$ cat config.mk
export PLATFORM = sky130hd
export DESIGN_NAME = svwd_top
export DESIGN_NICKNAME = d
export VERILOG_FILES = /design/src/hw/svwd_pkg.sv /design/src/hw/svwd_front.sv /design/src/hw/svwd_top.sv
export SDC_FILE = /design/constraint.sdc
export NUM_CORES = 1
export LEC_CHECK = 0
export BUFFER_PORTS_ARGS = -buffer_cell sky130_fd_sc_hd__buf_2
export CAP_MARGIN = 20
export CELL_PAD_IN_SITES_DETAIL_PLACEMENT = 1
export CELL_PAD_IN_SITES_GLOBAL_PLACEMENT = 1
export CORE_ASPECT_RATIO = 1.5
export CORE_UTILIZATION = 35
export CTS_BUF_LIST = sky130_fd_sc_hd__clkbuf_16
export DETAILED_ROUTE_END_ITERATION = 8
export PLACE_DENSITY = 0.72
export REMOVE_ABC_BUFFERS = 1
export SLEW_MARGIN = 0
export SYNTH_ARGS = -nofsm -noshare
export SYNTH_HDL_FRONTEND = slang
export SYNTH_HIERARCHICAL = 1
export SYNTH_SLANG_ARGS = --single-unit
$ cat constraint.sdc
create_clock -name mclk -period 4.9 [get_ports mclk]
set_input_delay 0.735 -clock mclk [delete_from_list [all_inputs] [get_ports mclk]]
set_output_delay 0.735 -clock mclk [all_outputs]
set_load 0.005 [all_outputs]
$ cat src/hw/svwd_pkg.sv
/*
 Shared constants, types and state encodings of the supervisor reset and watchdog logic.
 Assumes a 200 MHz mclk, a synchronous active-high rst and asynchronous pin inputs.
*/
// Summary of operation
// undervoltage or manual reset drives reset low
// reset held 200ms after all causes clear
// watchdog periods: initial 102.4s, normal 1.6s
// initial period starts whenever fault output rises
// after initial period, kick falling edge restarts
// no kick within normal period drives fault low
// fault stays low until next kick transition
// fault pulse lasts about 5us for reset
// reset assertion clears timer, fault returns high
// timer held cleared while reset is low
// watchdog-caused reset also lasts full delay
// host kicks at least once per 1.6s
// margin hold low freezes all three outputs
// margin hold overrides manual reset
// manual reset held low at least 1us
// timeouts counted from free-running internal timebase
package svwd_pkg;

   // clock and timebase
   localparam int CLK_PERIOD_NS = 5;
   localparam int TICK_PERIOD_NS = 1000;
   localparam int TICK_CYC = TICK_PERIOD_NS / CLK_PERIOD_NS;
   localparam int TICK_W = 8;
   localparam logic [TICK_W-1:0] TICK_LIM = TICK_W'(TICK_CYC - 1);

   // times as printed, then counts of timebase ticks
   localparam int RST_DELAY_MS = 200;
   localparam int INIT_WD_DECISEC = 1024;
   localparam int NORM_WD_DECISEC = 16;
   localparam int OV_DELAY_US = 25;
   localparam int PWRUP_DELAY_US = 1000;
   localparam int RST_DELAY_TICKS = RST_DELAY_MS * (1000000 / TICK_PERIOD_NS);
   localparam int INIT_WD_TICKS = INIT_WD_DECISEC * (100000000 / TICK_PERIOD_NS);
   localparam int NORM_WD_TICKS = NORM_WD_DECISEC * (100000000 / TICK_PERIOD_NS);
   localparam int OV_DELAY_TICKS = OV_DELAY_US * (1000 / TICK_PERIOD_NS);
   localparam int PWRUP_TICKS = PWRUP_DELAY_US * (1000 / TICK_PERIOD_NS);
   localparam int TCNT_W = 27;

   // short counts in mclk cycles (least times, rounded up)
   localparam int FAULT_PULSE_NS = 5000;
   localparam int FAULT_MIN_CYC = (FAULT_PULSE_NS + CLK_PERIOD_NS - 1) / CLK_PERIOD_NS;
   localparam int HOLD_W = 10;
   localparam logic [HOLD_W-1:0] HOLD_LIM = HOLD_W'(FAULT_MIN_CYC - 1);
   localparam int MR_GLITCH_NS = 100;
   localparam int MR_FILT_CYC = (MR_GLITCH_NS + CLK_PERIOD_NS - 1) / CLK_PERIOD_NS;
   localparam int MR_W = 5;
   localparam logic [MR_W-1:0] MR_LIM = MR_W'(MR_FILT_CYC);

   localparam int NUM_SUP = 6;

   typedef struct packed {
      logic [NUM_SUP-1:0] uv;
      logic [NUM_SUP-1:0] ov;
      logic mr_n;
      logic margin_n;
      logic kick;
   } svwd_pins_t;

   // values after reset
   localparam svwd_pins_t PINS_RST = '{uv: 6'h3F, ov: 6'h00, mr_n: 1'h1, margin_n: 1'h1,
                                       kick: 1'h0};
   localparam logic RESET_N_RST = 1'h0;
   localparam logic WD_FAULT_N_RST = 1'h0;
   localparam logic OV_N_RST = 1'h0;

   typedef enum logic [1:0] {
      RS_ACTIVE = 2'h0,
      RS_DELAY = 2'h1,
      RS_RUN = 2'h3
   } svwd_rs_t;

   typedef enum logic [2:0] {
      WD_PWRUP = 3'h0,
      WD_CLEAR = 3'h1,
      WD_INIT = 3'h3,
      WD_NORM = 3'h2,
      WD_FAULT = 3'h6
   } svwd_wd_t;

endpackage : svwd_pkg

$ cat src/hw/svwd_front.sv
/*
 Pin synchroniser and free-running 1us timebase.
 Assumes every pin input is asynchronous to mclk.
*/
`timescale 1ns/1ps
module svwd_front import svwd_pkg::*; (
   // clock and reset
   input wire logic mclk,
   input wire logic rst,
   // raw pins and their synchronised copy
   input wire svwd_pins_t pins_in,
   output svwd_pins_t pins_s,
   // one-cycle timebase strobe
   output logic tick
);

   svwd_pins_t meta;
   logic [TICK_W-1:0] tcnt;
   logic [TICK_W-1:0] next_tcnt;
   logic next_tick;

   // meta is read only by the second stage
   always_ff @(posedge mclk) begin
      if (rst) begin
         meta <= PINS_RST;
         pins_s <= PINS_RST;
      end else begin
         meta <= pins_in;
         pins_s <= meta;
      end
   end

   always_comb begin
      next_tick = (tcnt == TICK_LIM);
      next_tcnt = next_tick ? '0 : tcnt + TICK_W'(1);
   end

   always_ff @(posedge mclk) begin
      if (rst) begin
         tcnt <= '0;
         tick <= 1'h0;
      end else begin
         tcnt <= next_tcnt;
         tick <= next_tick;
      end
   end

   a_tick_period: assert property (
      @(posedge mclk) disable iff (rst) tick |-> ##200 tick)
      else $error("timebase strobe period wrong");

   a_tick_single: assert property (
      @(posedge mclk) disable iff (rst) tick |=> !tick [*8])
      else $error("timebase strobe too wide");

endmodule : svwd_front

$ cat src/hw/svwd_top.sv
/*
 Reset sequencer, overvoltage stretcher and watchdog of a multi-supply supervisor.
 Assumes comparator results arrive as asynchronous active-high flags, that all
 open-drain outputs are pulled up outside, and that the wired fault-to-manual-reset
 loop, if used, is closed outside this block.
*/
`timescale 1ns/1ps
module svwd_top import svwd_pkg::*; #(
   parameter int unsigned RST_DELAY_T = RST_DELAY_TICKS,
   parameter int unsigned INIT_WD_T = INIT_WD_TICKS,
   parameter int unsigned NORM_WD_T = NORM_WD_TICKS,
   parameter int unsigned OV_DELAY_T = OV_DELAY_TICKS,
   parameter int unsigned PWRUP_T = PWRUP_TICKS
) (
   // clock and reset
   input wire logic mclk,
   input wire logic rst,
   // supply comparator flags, high while out of range
   input wire logic [NUM_SUP-1:0] uv_flag,
   input wire logic [NUM_SUP-1:0] ov_flag,
   // control pins
   input wire logic manual_rst_n,
   input wire logic margin_hold_n,
   input wire logic wd_kick_in,
   // open-drain outputs: pin pulled low while oe is high
   output logic reset_n_o,
   output logic reset_n_oe,
   output logic over_volt_n_o,
   output logic over_volt_n_oe,
   output logic wd_fault_n_o,
   output logic wd_fault_n_oe
);

   // one spare tick: the first tick may come at once, so the delay is never short
   localparam logic [TCNT_W-1:0] RST_LIM = TCNT_W'(RST_DELAY_T);
   localparam logic [TCNT_W-1:0] RST_FULL = TCNT_W'(RST_DELAY_T);
   localparam logic [TCNT_W-1:0] INIT_LIM = TCNT_W'(INIT_WD_T - 1);
   localparam logic [TCNT_W-1:0] NORM_LIM = TCNT_W'(NORM_WD_T - 1);
   localparam logic [TCNT_W-1:0] OV_LIM = TCNT_W'(OV_DELAY_T - 1);
   localparam logic [TCNT_W-1:0] PWRUP_LIM = TCNT_W'(PWRUP_T - 1);

   // true on the tick that ends a count of lim+1 ticks
   function automatic logic expired(input logic stb, input logic [TCNT_W-1:0] cnt,
                                    input logic [TCNT_W-1:0] lim);
      return stb && (cnt == lim);
   endfunction : expired

   svwd_pins_t pins_in;
   svwd_pins_t ps;
   logic tick;
   logic freeze;
   logic kick_prev;
   logic kick_edge;
   logic kick_fall;

   logic [MR_W-1:0] mr_cnt;
   logic [MR_W-1:0] next_mr_cnt;
   logic mr_active;
   logic rst_cause;

   svwd_rs_t rs_state;
   svwd_rs_t next_rs;
   logic [TCNT_W-1:0] rcnt;
   logic [TCNT_W-1:0] next_rcnt;
   logic reset_n;
   logic next_reset_n;

   svwd_wd_t wd_state;
   svwd_wd_t next_wd;
   logic [TCNT_W-1:0] wcnt;
   logic [TCNT_W-1:0] next_wcnt;
   logic [HOLD_W-1:0] hold_cnt;
   logic [HOLD_W-1:0] next_hold_cnt;
   logic wd_fault_n;
   logic next_wd_fault_n;

   logic [TCNT_W-1:0] ocnt;
   logic [TCNT_W-1:0] next_ocnt;
   logic over_volt_n;
   logic next_over_volt_n;

   logic [TCNT_W-1:0] clr_ticks;

   assign pins_in = '{uv: uv_flag, ov: ov_flag, mr_n: manual_rst_n,
                      margin_n: margin_hold_n, kick: wd_kick_in};

   svwd_front u_front (
      .mclk(mclk),
      .rst(rst),
      .pins_in(pins_in),
      .pins_s(ps),
      .tick(tick)
   );

   // margin hold stalls every state machine, so outputs cannot move
   assign freeze = !ps.margin_n;
   assign kick_edge = ps.kick ^ kick_prev;
   assign kick_fall = kick_prev & !ps.kick;

   // manual reset filter: short falling glitches never reach the sequencer
   always_comb begin
      next_mr_cnt = mr_cnt;
      if (ps.mr_n) begin
         next_mr_cnt = '0;
      end else if (mr_cnt != MR_LIM) begin
         next_mr_cnt = mr_cnt + MR_W'(1);
      end
   end

   assign mr_active = (mr_cnt == MR_LIM);
   assign rst_cause = (|ps.uv) | mr_active;

   always_ff @(posedge mclk) begin
      if (rst) begin
         mr_cnt <= '0;
         kick_prev <= PINS_RST.kick;
      end else begin
         mr_cnt <= next_mr_cnt;
         kick_prev <= ps.kick;
      end
   end

   // reset sequencer
   always_comb begin
      next_rs = rs_state;
      next_rcnt = rcnt;
      if (!freeze) begin
         if (rst_cause) begin
            next_rs = RS_ACTIVE;
            next_rcnt = '0;
         end else begin
            unique case (rs_state)
               RS_ACTIVE: begin
                  next_rs = RS_DELAY;
                  next_rcnt = '0;
               end
               RS_DELAY: begin
                  // any cause, a watchdog one too, restarts the full delay
                  if (expired(tick, rcnt, RST_LIM)) begin
                     next_rs = RS_RUN;
                  end else if (tick) begin
                     next_rcnt = rcnt + TCNT_W'(1);
                  end
               end
               RS_RUN: begin
                  next_rs = RS_RUN;
               end
               default: begin
                  next_rs = RS_ACTIVE;
                  next_rcnt = '0;
               end
            endcase
         end
      end
      next_reset_n = (next_rs == RS_RUN);
   end

   always_ff @(posedge mclk) begin
      if (rst) begin
         rs_state <= RS_ACTIVE;
         rcnt <= '0;
         reset_n <= RESET_N_RST;
      end else begin
         rs_state <= next_rs;
         rcnt <= next_rcnt;
         reset_n <= next_reset_n;
      end
   end

   // watchdog; one counter serves power-up, initial and normal periods
   always_comb begin
      next_wd = wd_state;
      next_wcnt = wcnt;
      next_hold_cnt = hold_cnt;
      next_wd_fault_n = wd_fault_n;
      if (!freeze) begin
         unique case (wd_state)
            WD_PWRUP: begin
               next_wd_fault_n = 1'h0;
               if (expired(tick, wcnt, PWRUP_LIM)) begin
                  next_wd_fault_n = 1'h1;
                  next_wcnt = '0;
                  next_wd = reset_n ? WD_INIT : WD_CLEAR;
               end else if (tick) begin
                  next_wcnt = wcnt + TCNT_W'(1);
               end
            end
            WD_CLEAR: begin
               next_wd_fault_n = 1'h1;
               next_wcnt = '0;
               if (reset_n) begin
                  next_wd = WD_INIT;
               end
            end
            WD_INIT: begin
               // kicks are ignored until the long initial period has run out
               if (!reset_n) begin
                  next_wd = WD_CLEAR;
                  next_wcnt = '0;
               end else if (expired(tick, wcnt, INIT_LIM)) begin
                  next_wd = WD_NORM;
                  next_wcnt = '0;
               end else if (tick) begin
                  next_wcnt = wcnt + TCNT_W'(1);
               end
            end
            WD_NORM: begin
               if (!reset_n) begin
                  next_wd = WD_CLEAR;
                  next_wcnt = '0;
               end else if (kick_fall) begin
                  next_wcnt = '0;
               end else if (expired(tick, wcnt, NORM_LIM)) begin
                  next_wd = WD_FAULT;
                  next_wd_fault_n = 1'h0;
                  next_hold_cnt = '0;
               end else if (tick) begin
                  next_wcnt = wcnt + TCNT_W'(1);
               end
            end
            WD_FAULT: begin
               next_wd_fault_n = 1'h0;
               if (hold_cnt != HOLD_LIM) begin
                  next_hold_cnt = hold_cnt + HOLD_W'(1);
               end
               // a reset ends the fault only after the minimum pulse width
               if (!reset_n && hold_cnt == HOLD_LIM) begin
                  next_wd = WD_CLEAR;
                  next_wd_fault_n = 1'h1;
                  next_wcnt = '0;
               end else if (kick_edge && reset_n) begin
                  next_wd = WD_INIT;
                  next_wd_fault_n = 1'h1;
                  next_wcnt = '0;
               end
            end
            default: begin
               next_wd = WD_PWRUP;
               next_wcnt = '0;
            end
         endcase
      end
   end

   always_ff @(posedge mclk) begin
      if (rst) begin
         wd_state <= WD_PWRUP;
         wcnt <= '0;
         hold_cnt <= '0;
         wd_fault_n <= WD_FAULT_N_RST;
      end else begin
         wd_state <= next_wd;
         wcnt <= next_wcnt;
         hold_cnt <= next_hold_cnt;
         wd_fault_n <= next_wd_fault_n;
      end
   end

   // overvoltage output, stretched after the last input falls back
   always_comb begin
      next_ocnt = ocnt;
      next_over_volt_n = over_volt_n;
      if (!freeze) begin
         if (|ps.ov) begin
            next_ocnt = '0;
            next_over_volt_n = 1'h0;
         end else if (!over_volt_n) begin
            if (expired(tick, ocnt, OV_LIM)) begin
               next_over_volt_n = 1'h1;
            end else if (tick) begin
               next_ocnt = ocnt + TCNT_W'(1);
            end
         end
      end
   end

   always_ff @(posedge mclk) begin
      if (rst) begin
         ocnt <= '0;
         over_volt_n <= OV_N_RST;
      end else begin
         ocnt <= next_ocnt;
         over_volt_n <= next_over_volt_n;
      end
   end

   assign reset_n_o = 1'h0;
   assign reset_n_oe = !reset_n;
   assign over_volt_n_o = 1'h0;
   assign over_volt_n_oe = !over_volt_n;
   assign wd_fault_n_o = 1'h0;
   assign wd_fault_n_oe = !wd_fault_n;

   // ticks seen since the last cause, only read by the delay check
   always_ff @(posedge mclk) begin
      if (rst || rst_cause) begin
         clr_ticks <= '0;
      end else if (tick && !freeze && clr_ticks != RST_FULL) begin
         clr_ticks <= clr_ticks + TCNT_W'(1);
      end
   end

   a_reset_on_cause: assert property (
      @(posedge mclk) disable iff (rst) (rst_cause && !freeze) |=> !reset_n_o ##0 reset_n_oe)
      else $error("reset not asserted on cause");

   a_reset_full_delay: assert property (
      @(posedge mclk) disable iff (rst) $rose(reset_n) |-> clr_ticks == RST_FULL)
      else $error("reset released before full delay");

   a_init_starts: assert property (
      @(posedge mclk) disable iff (rst)
      $rose(wd_fault_n) |-> wcnt == '0 && (wd_state == WD_INIT || wd_state == WD_CLEAR))
      else $error("initial period not started on fault release");

   a_kick_restart: assert property (
      @(posedge mclk) disable iff (rst)
      (wd_state == WD_NORM && kick_fall && reset_n && !freeze) |=> wcnt == '0 && wd_fault_n)
      else $error("kick did not restart normal period");

   a_norm_timeout: assert property (
      @(posedge mclk) disable iff (rst)
      (wd_state == WD_NORM && tick && wcnt == NORM_LIM && !kick_fall && reset_n && !freeze)
      |=> !wd_fault_n && wd_fault_n_oe)
      else $error("fault not raised at normal timeout");

   a_fault_sticks: assert property (
      @(posedge mclk) disable iff (rst)
      (wd_state == WD_FAULT && reset_n && !kick_edge) |=> !wd_fault_n)
      else $error("fault released without kick transition");

   a_fault_min_pulse: assert property (
      @(posedge mclk) disable iff (rst)
      ($rose(wd_fault_n) && $past(wd_state) == WD_FAULT && !$past(kick_edge))
      |-> $past(hold_cnt) == HOLD_LIM)
      else $error("fault pulse shorter than minimum");

   a_reset_clears_wd: assert property (
      @(posedge mclk) disable iff (rst)
      (!reset_n && !freeze && wd_state != WD_PWRUP && wd_state != WD_FAULT)
      |=> wd_state == WD_CLEAR ##0 wcnt == '0 ##0 wd_fault_n)
      else $error("watchdog not cleared during reset");

   a_margin_freeze: assert property (
      @(posedge mclk) disable iff (rst)
      freeze |=> $stable(reset_n_oe) && $stable(over_volt_n_oe) && $stable(wd_fault_n_oe))
      else $error("outputs moved during margin hold");

   a_margin_over_mr: assert property (
      @(posedge mclk) disable iff (rst) (freeze && mr_active && reset_n) |=> reset_n)
      else $error("manual reset acted during margin hold");

endmodule : svwd_top

==> metrics.cfg, run 1 <==
[clock_network]
ctsHoldBuffers=0
cts.htree.levels=4
cts_setup_buffers=0
cts_tree=built
clk_latency_ns=0.42
clkTransAtPathRegs_ns=0.06
clock_sinks=144
cts.path.max_buffers=2
cts_resized=0
cts_root_buffer=clkbuf_16
numCtsBuffers=17

[synth]
synth_edf_count=0
ys.flop_type=dfxtp_1
ys_seq_elements=144
syn_area_um2=6825
ys_seq_area_frac=0.4224
synth.area.top_cells=dfxtp_1 (42%), xnor2_1 (6.4%), nor2_1 (5.4%), a21oi_1 (3.2%), nand3_1 (3.0%)
yosys_warnings=6
synth_cells=794
avgSynthCellArea_um2=8.596
synth.most_common_cell=dfxtp_1
ys_types=74
ys_top_cells_by_count=dfxtp_1 (144), nor2_1 (99), nand2_1 (52)
yosysTopAreaCellShare=0.4224
synthArstFlopShare=0
yosysTopAreaCell=dfxtp_1

[timing]
slew_violations=0
fin_crit_sh=0.6110
hold_viol=0
slew_headroom=0.3315
setup_viol=0
rsz0062_at_grt=false
period_needed_ns=2.994
fmax_mhz=334.0
tightest_slew_ns=1.003
clock_skew_ns=0.007975
finalSetupTns_ns=0

[power]
p_leak_nw=2.532
p_per_area_nw_per_um2=339.6
irDropWorstVdd_mv=0.2249

[finish]
insertedDiodeCount=0
drive_above_1_share=0.1165
final_util=0.4069
multi_input_area_um2=3721
seq_area_um2=2883
fillers=2299
finalNetCount=840
layout.cells.non_filler=1080
area_growth_pct=14.23

[flow_run]
drv_cap=0

[critical_path]
cpPeakStageDelay_ns=0.55
required_ns=5.26
startpoint_type=flip-flop
path_class=flip-flop to flip-flop
worstPathArrival_ns=3.35
slowest_stage=or4_1
critical_path.cell_chain=inv_1 -> ha_1 -> nand4b_1 -> nand4_1 -> nand2_1 -> and2_0 -> or4_1 -> a21oi_1
crit_fanout=20
end_kind=flip-flop

[die]
dieArea_um2=20070
start_util=0.3562
die_y_um=173.0
placementRows=62
ios=23
die_w_um=116.0
coreArea_um2=19160

[grt]
grt_max_degree=43
use_met2=0.3321
grt.met3_usage=0.03470
grt_pass1_wl_um=28660
use_met1=0.1948
busiest_layer=met2
antenna_found_initial=0
grt_util_all_layers=0.1781
grt-ovfl-total=0
first_global_vias=5986

[routing]
vias=5775
wl_per_cell_um=15.29
remaining_drc_errors=0
ant_nets=0
drtPass1Iterations=6
dr.first_iter.drc_count=233
vias_per_cell=5.347
routed_wirelength_um=16510

[outcome]
status=completed

[placed_design]
portBuffers=19
post-dp-hpwl_um=11740
dp_cells=1049
gp_congestion=0.7818

[min_path]
min_path_type=flip-flop to flip-flop

==> area by class of cell <==
class / count / area share
flip-flops and latches: 144 / 0.3698
repair buffers: 26 / 0.01990
clock buffers: 17 / 0.05457
well taps: 256 / 0.04108
inverters: 27 / 0.01300
multi-input cells: 596 / 0.4773
clock inverters: 14 / 0.02439
==> sequential cells by signal, summed over array words and instances, names as in the netlist <==
register	cells
wd_fault_n	1
hold_cnt	10
rcnt	27
u_front/pins_s	15
wcnt	27
u_front/meta	15
over_volt_n	1
u_front/tick	1
reset_n	1
rs_state	2
mr_cnt	5
wd_state	3
kick_prev	1
u_front/tcnt	8
ocnt	27
==> cells by family after synthesis <==
family                     share of synthesized area
AOI/OAI and AO/OA                             0.1388
xor gates and xnor gates                     0.07699
adders and majority gates                    0.02016
buffers and inverters                        0.03355
DFF                                           0.4224
muxes                                       0.004400
other                                      0.0005494
and+or+nand+nor                               0.3032
==> report_power, final <==
part	internal, mW	switching [mW]	total, mW	leakage [nW]
Clock	0.849	0.510	1.36	0.301
Sequential	1.19	0.0103	1.20	1.17
Combinational	0.0321	0.0592	0.0913	1.06
==> final timing paths <==
path                                       start            endpoint  slack (ns)  depth (start not counted)
worst max-delay path                   mr_cnt[1]            rcnt[14]        1.91                          8
worst min-delay path            u_front/meta[12]  u_front/pins_s[12]        0.41                          1
worst max register to register         mr_cnt[1]            rcnt[14]        1.91                          8
worst min register to register  u_front/meta[12]  u_front/pins_s[12]        0.41                          1
==> worst max-delay path, delay by kind of cell, from the launching register on <==
kind	cells	cell delay, ns
simple gates	5	2.22
flops	1	0.32
fa+ha+maj	1	0.15
compound gates	1	0.14
buf+inv	1	0.09
==> routing by layer <==
metal / vias to the layer above / routed length, um
met2: 32 / 9138
met5: - / 0
met4: 0 / 210
met1: 2854 / 6923
li1: 2874 / -
met3: 15 / 239
==> stage by stage <==
stage               instance area [um2]  power, mW  hold slack [ns]  setup WS (ns)
floorplan                          6705      1.275           0.3895          2.490
global placement                   7166      1.312           0.3957          1.917
detailed placement                 7181      1.317           0.3996          1.884
CTS                                7796      2.689           0.4106          1.876
global route                       7796      2.743           0.4205          1.580
finish                             7796      2.647           0.4077          1.906
==> placed cells by master, fill, tap and decap left out, types with 5 or more instances in the layout <==
master	netlist	final
dfxtp_1	144	144
nor2_1	99	99
nand2_1	52	52
xnor2_1	50	50
a21oi_1	44	44
nand3_1	41	41
inv_1	27	27
o21ai_0	26	26
nand4_1	25	25
nor3_1	24	24
or3_1	21	21
buf_2	6	19
or2_2	18	18
a211oi_1	17	17
clkbuf_16	0	17
nor2b_1	16	16
and3_1	15	15
ha_1	11	11
or4_1	10	10
xor2_1	10	10
nor4_1	8	8
o211ai_1	6	6
nor4b_1	6	6
buf_4	3	6
o31ai_1	5	5
Power figures use the tool's default switching activity.
==> run 2: changes to the inputs <==
- ABC_AREA: not set -> 1
- PLACE_DENSITY: 0.72 -> 0.77
- clock period: 4.9 -> 2.85 ns (I/O delays scaled with it)
==> run 2 against run 1 <==
Die area rose by 26%; wire length is 56% higher; final cell count increased by 62%; non-clock buffer count rose by 7; critical path depth increased by 3; maximum frequency up 21%; area after synthesis is 26% higher; critical endpoint is now wcnt[15]; largest power group unchanged.
==> metrics.cfg, run 2 <==
[outcome]
status=completed

[die]
die_y_um=194.3
placementRows=70
dieArea_um2=25300
ios=23
start_util=0.3556
coreArea_um2=24260
die_w_um=130.2

[clock_network]
clkTransAtPathRegs_ns=0.06
cts_tree=built
cts.path.max_buffers=2
cts_resized=0
clock_sinks=144
cts_setup_buffers=0
cts.htree.levels=4
ctsHoldBuffers=0
clk_latency_ns=0.44
numCtsBuffers=17
cts_root_buffer=clkbuf_16

[power]
irDropWorstVdd_mv=0.4378
swShare=0.2656
p_per_area_nw_per_um2=461.3
clkPwrFrac=0.486
power_frac_seq=0.468
p_leak_nw=3.446
p_sw_mw=1.171
comb_power_share=0.046
internal_power_mw=3.239

[synth]
yosys_warnings=6
synth.most_common_cell=nand2_1
ys_seq_area_frac=0.3341
synth_edf_count=0
syn_area_um2=8628
ys_types=42
yosysTopAreaCell=dfxtp_1
synth_cells=1407
ys.flop_type=dfxtp_1
ys_seq_elements=144
synth.area.top_cells=dfxtp_1 (33%), nand2_1 (17%), nor2_1 (12%), nand3_1 (7.3%), inv_1 (6.1%)
avgSynthCellArea_um2=6.132
ys_top_cells_by_count=nand2_1 (390), nor2_1 (272), dfxtp_1 (144)
synthArstFlopShare=0
yosysTopAreaCellShare=0.3341

[timing]
slew_violations=0
fmax_mhz=404.6
slew_headroom=0.6027
period_needed_ns=2.471
tightest_slew_ns=0.5898
hold_viol=0
setup_viol=0
rsz0062_at_grt=false
finalSetupTns_ns=0
clock_skew_ns=0.01066
fin_crit_sh=0.8671

[critical_path]
crit_fanout=25
required_ns=3.22
end_kind=flip-flop
cp-startpoint=wcnt[0]
startpoint_type=flip-flop
worstPathArrival_ns=2.84
crit-reg2reg-launch=wcnt[0]
path_class=flip-flop to flip-flop

[finish]
seq_area_um2=2883
final_common_cell=nand2_1
layout.cells.non_filler=1754
insertedDiodeCount=0
final_util=0.3941
finalNetCount=1445
top_regs=ocnt (27), rcnt (27), wcnt (27)
drive_above_1_share=0.09091
fillers=3262
multi_input_area_um2=4932
area_growth_pct=10.80
final_cell_mix=nand2_1 (390), nor2_1 (272), dfxtp_1 (144)

[grt]
grt_max_degree=101
grt_pass1_wl_um=44020
first_global_vias=9336
antenna_found_initial=0
grt-ovfl-total=0
grt_util_all_layers=0.2196

[routing]
wl_per_cell_um=14.68
dr.first_iter.drc_count=311
vias_per_cell=5.022
vias=8808
remaining_drc_errors=0
routed_wirelength_um=25740
ant_nets=0
drtPass1Iterations=4

[placed_design]
portBuffers=19
gp_congestion=0.9024
post-dp-hpwl_um=19230
dp_cells=1722

[min_path]
min_path_type=input pin to flip-flop
hp-start=uv_flag[1]

[flow_run]
drv_cap=0

## run 2: cells by family (layout without fill, tap and decap cells)
| logic type | count (synthesis) | count (layout) | share of synthesized area |
|---|---|---|---|
| other cells | 1 | 3 | 0.0004346 |
| xor+xnor | 31 | 31 | 0.03147 |
| compound gates | 116 | 116 | 0.07193 |
| simple gates | 908 | 908 | 0.4510 |
| buf+inv | 196 | 217 | 0.09513 |
| flops | 144 | 144 | 0.3341 |
| fa+ha+maj | 11 | 11 | 0.01595 |
## run 2: final timing paths
kind	cells past startpoint	end	slack, ns
worst max-delay path	11	wcnt[15]	0.38
worst max register to register	11	wcnt[15]	0.38
worst min register to register	2	u_front/pins_s[5]	0.40
worst min-delay path	2	u_front/meta[10]	0.17
## run 2: through the flow
stage | instance area, um2 | power (mW) | setup WS, ns | hold WS (ns)
after detailed placement | 9009 | 2.316 | 0.4222 | 0.3973
after global placement | 9009 | 2.310 | 0.4711 | 0.3917
after global routing | 9560 | 4.581 | 0.1462 | 0.1541
final | 9560 | 4.410 | 0.3787 | 0.1684
after floorplan | 8388 | 2.214 | 0.3315 | 0.3883
after CTS | 9560 | 4.480 | 0.3991 | 0.1509
## run 2: area by class of cell
class / count / area share
Tap cell: 324 / 0.04240
Clock buffer: 17 / 0.04450
Sequential cell: 144 / 0.3015
Inverter: 152 / 0.05994
Multi-Input combinational cell: 1069 / 0.5159
Timing Repair Buffer: 33 / 0.02251
Clock inverter: 15 / 0.01322
## run 2: per-layer routing
layer / global-route usage / vias up / routed length, um / part of all wire
li1: - / 4447 / - / -
met1: 0.2143 / 4189 / 10090 / 0.39
met2: 0.4243 / 97 / 14010 / 0.54
met3: 0.03441 / 75 / 444 / 0.017
met4: 0.1214 / 0 / 1204 / 0.047
met5: 0 / - / 0 / 0
## run 2: power by group through the flow
| stage | clock network [mW] | registers, mW | logic, mW |
|---|---|---|---|
| 2_1_floorplan | 0 | 2.11 | 0.109 |
| 5_1_grt | 2.28 | 2.07 | 0.230 |
| 3_3_place_gp | 0 | 2.11 | 0.203 |
| 4_1_cts | 2.21 | 2.06 | 0.207 |
| 6_report | 2.14 | 2.06 | 0.204 |
| 3_5_place_dp | 0 | 2.11 | 0.207 |
## run 2: critical path, cell delays in order (launching register included)
cell     delay (ns)
dfxtp_1        0.43
ha_1           0.29
nand2_1        0.10
nor2_1         0.16
nand2_1        0.07
nor2_1         0.16
nand3_2        0.17
nand3_4        0.29
inv_4          0.16
nand2_2        0.14
nand2_2        0.25
nor2_2         0.17
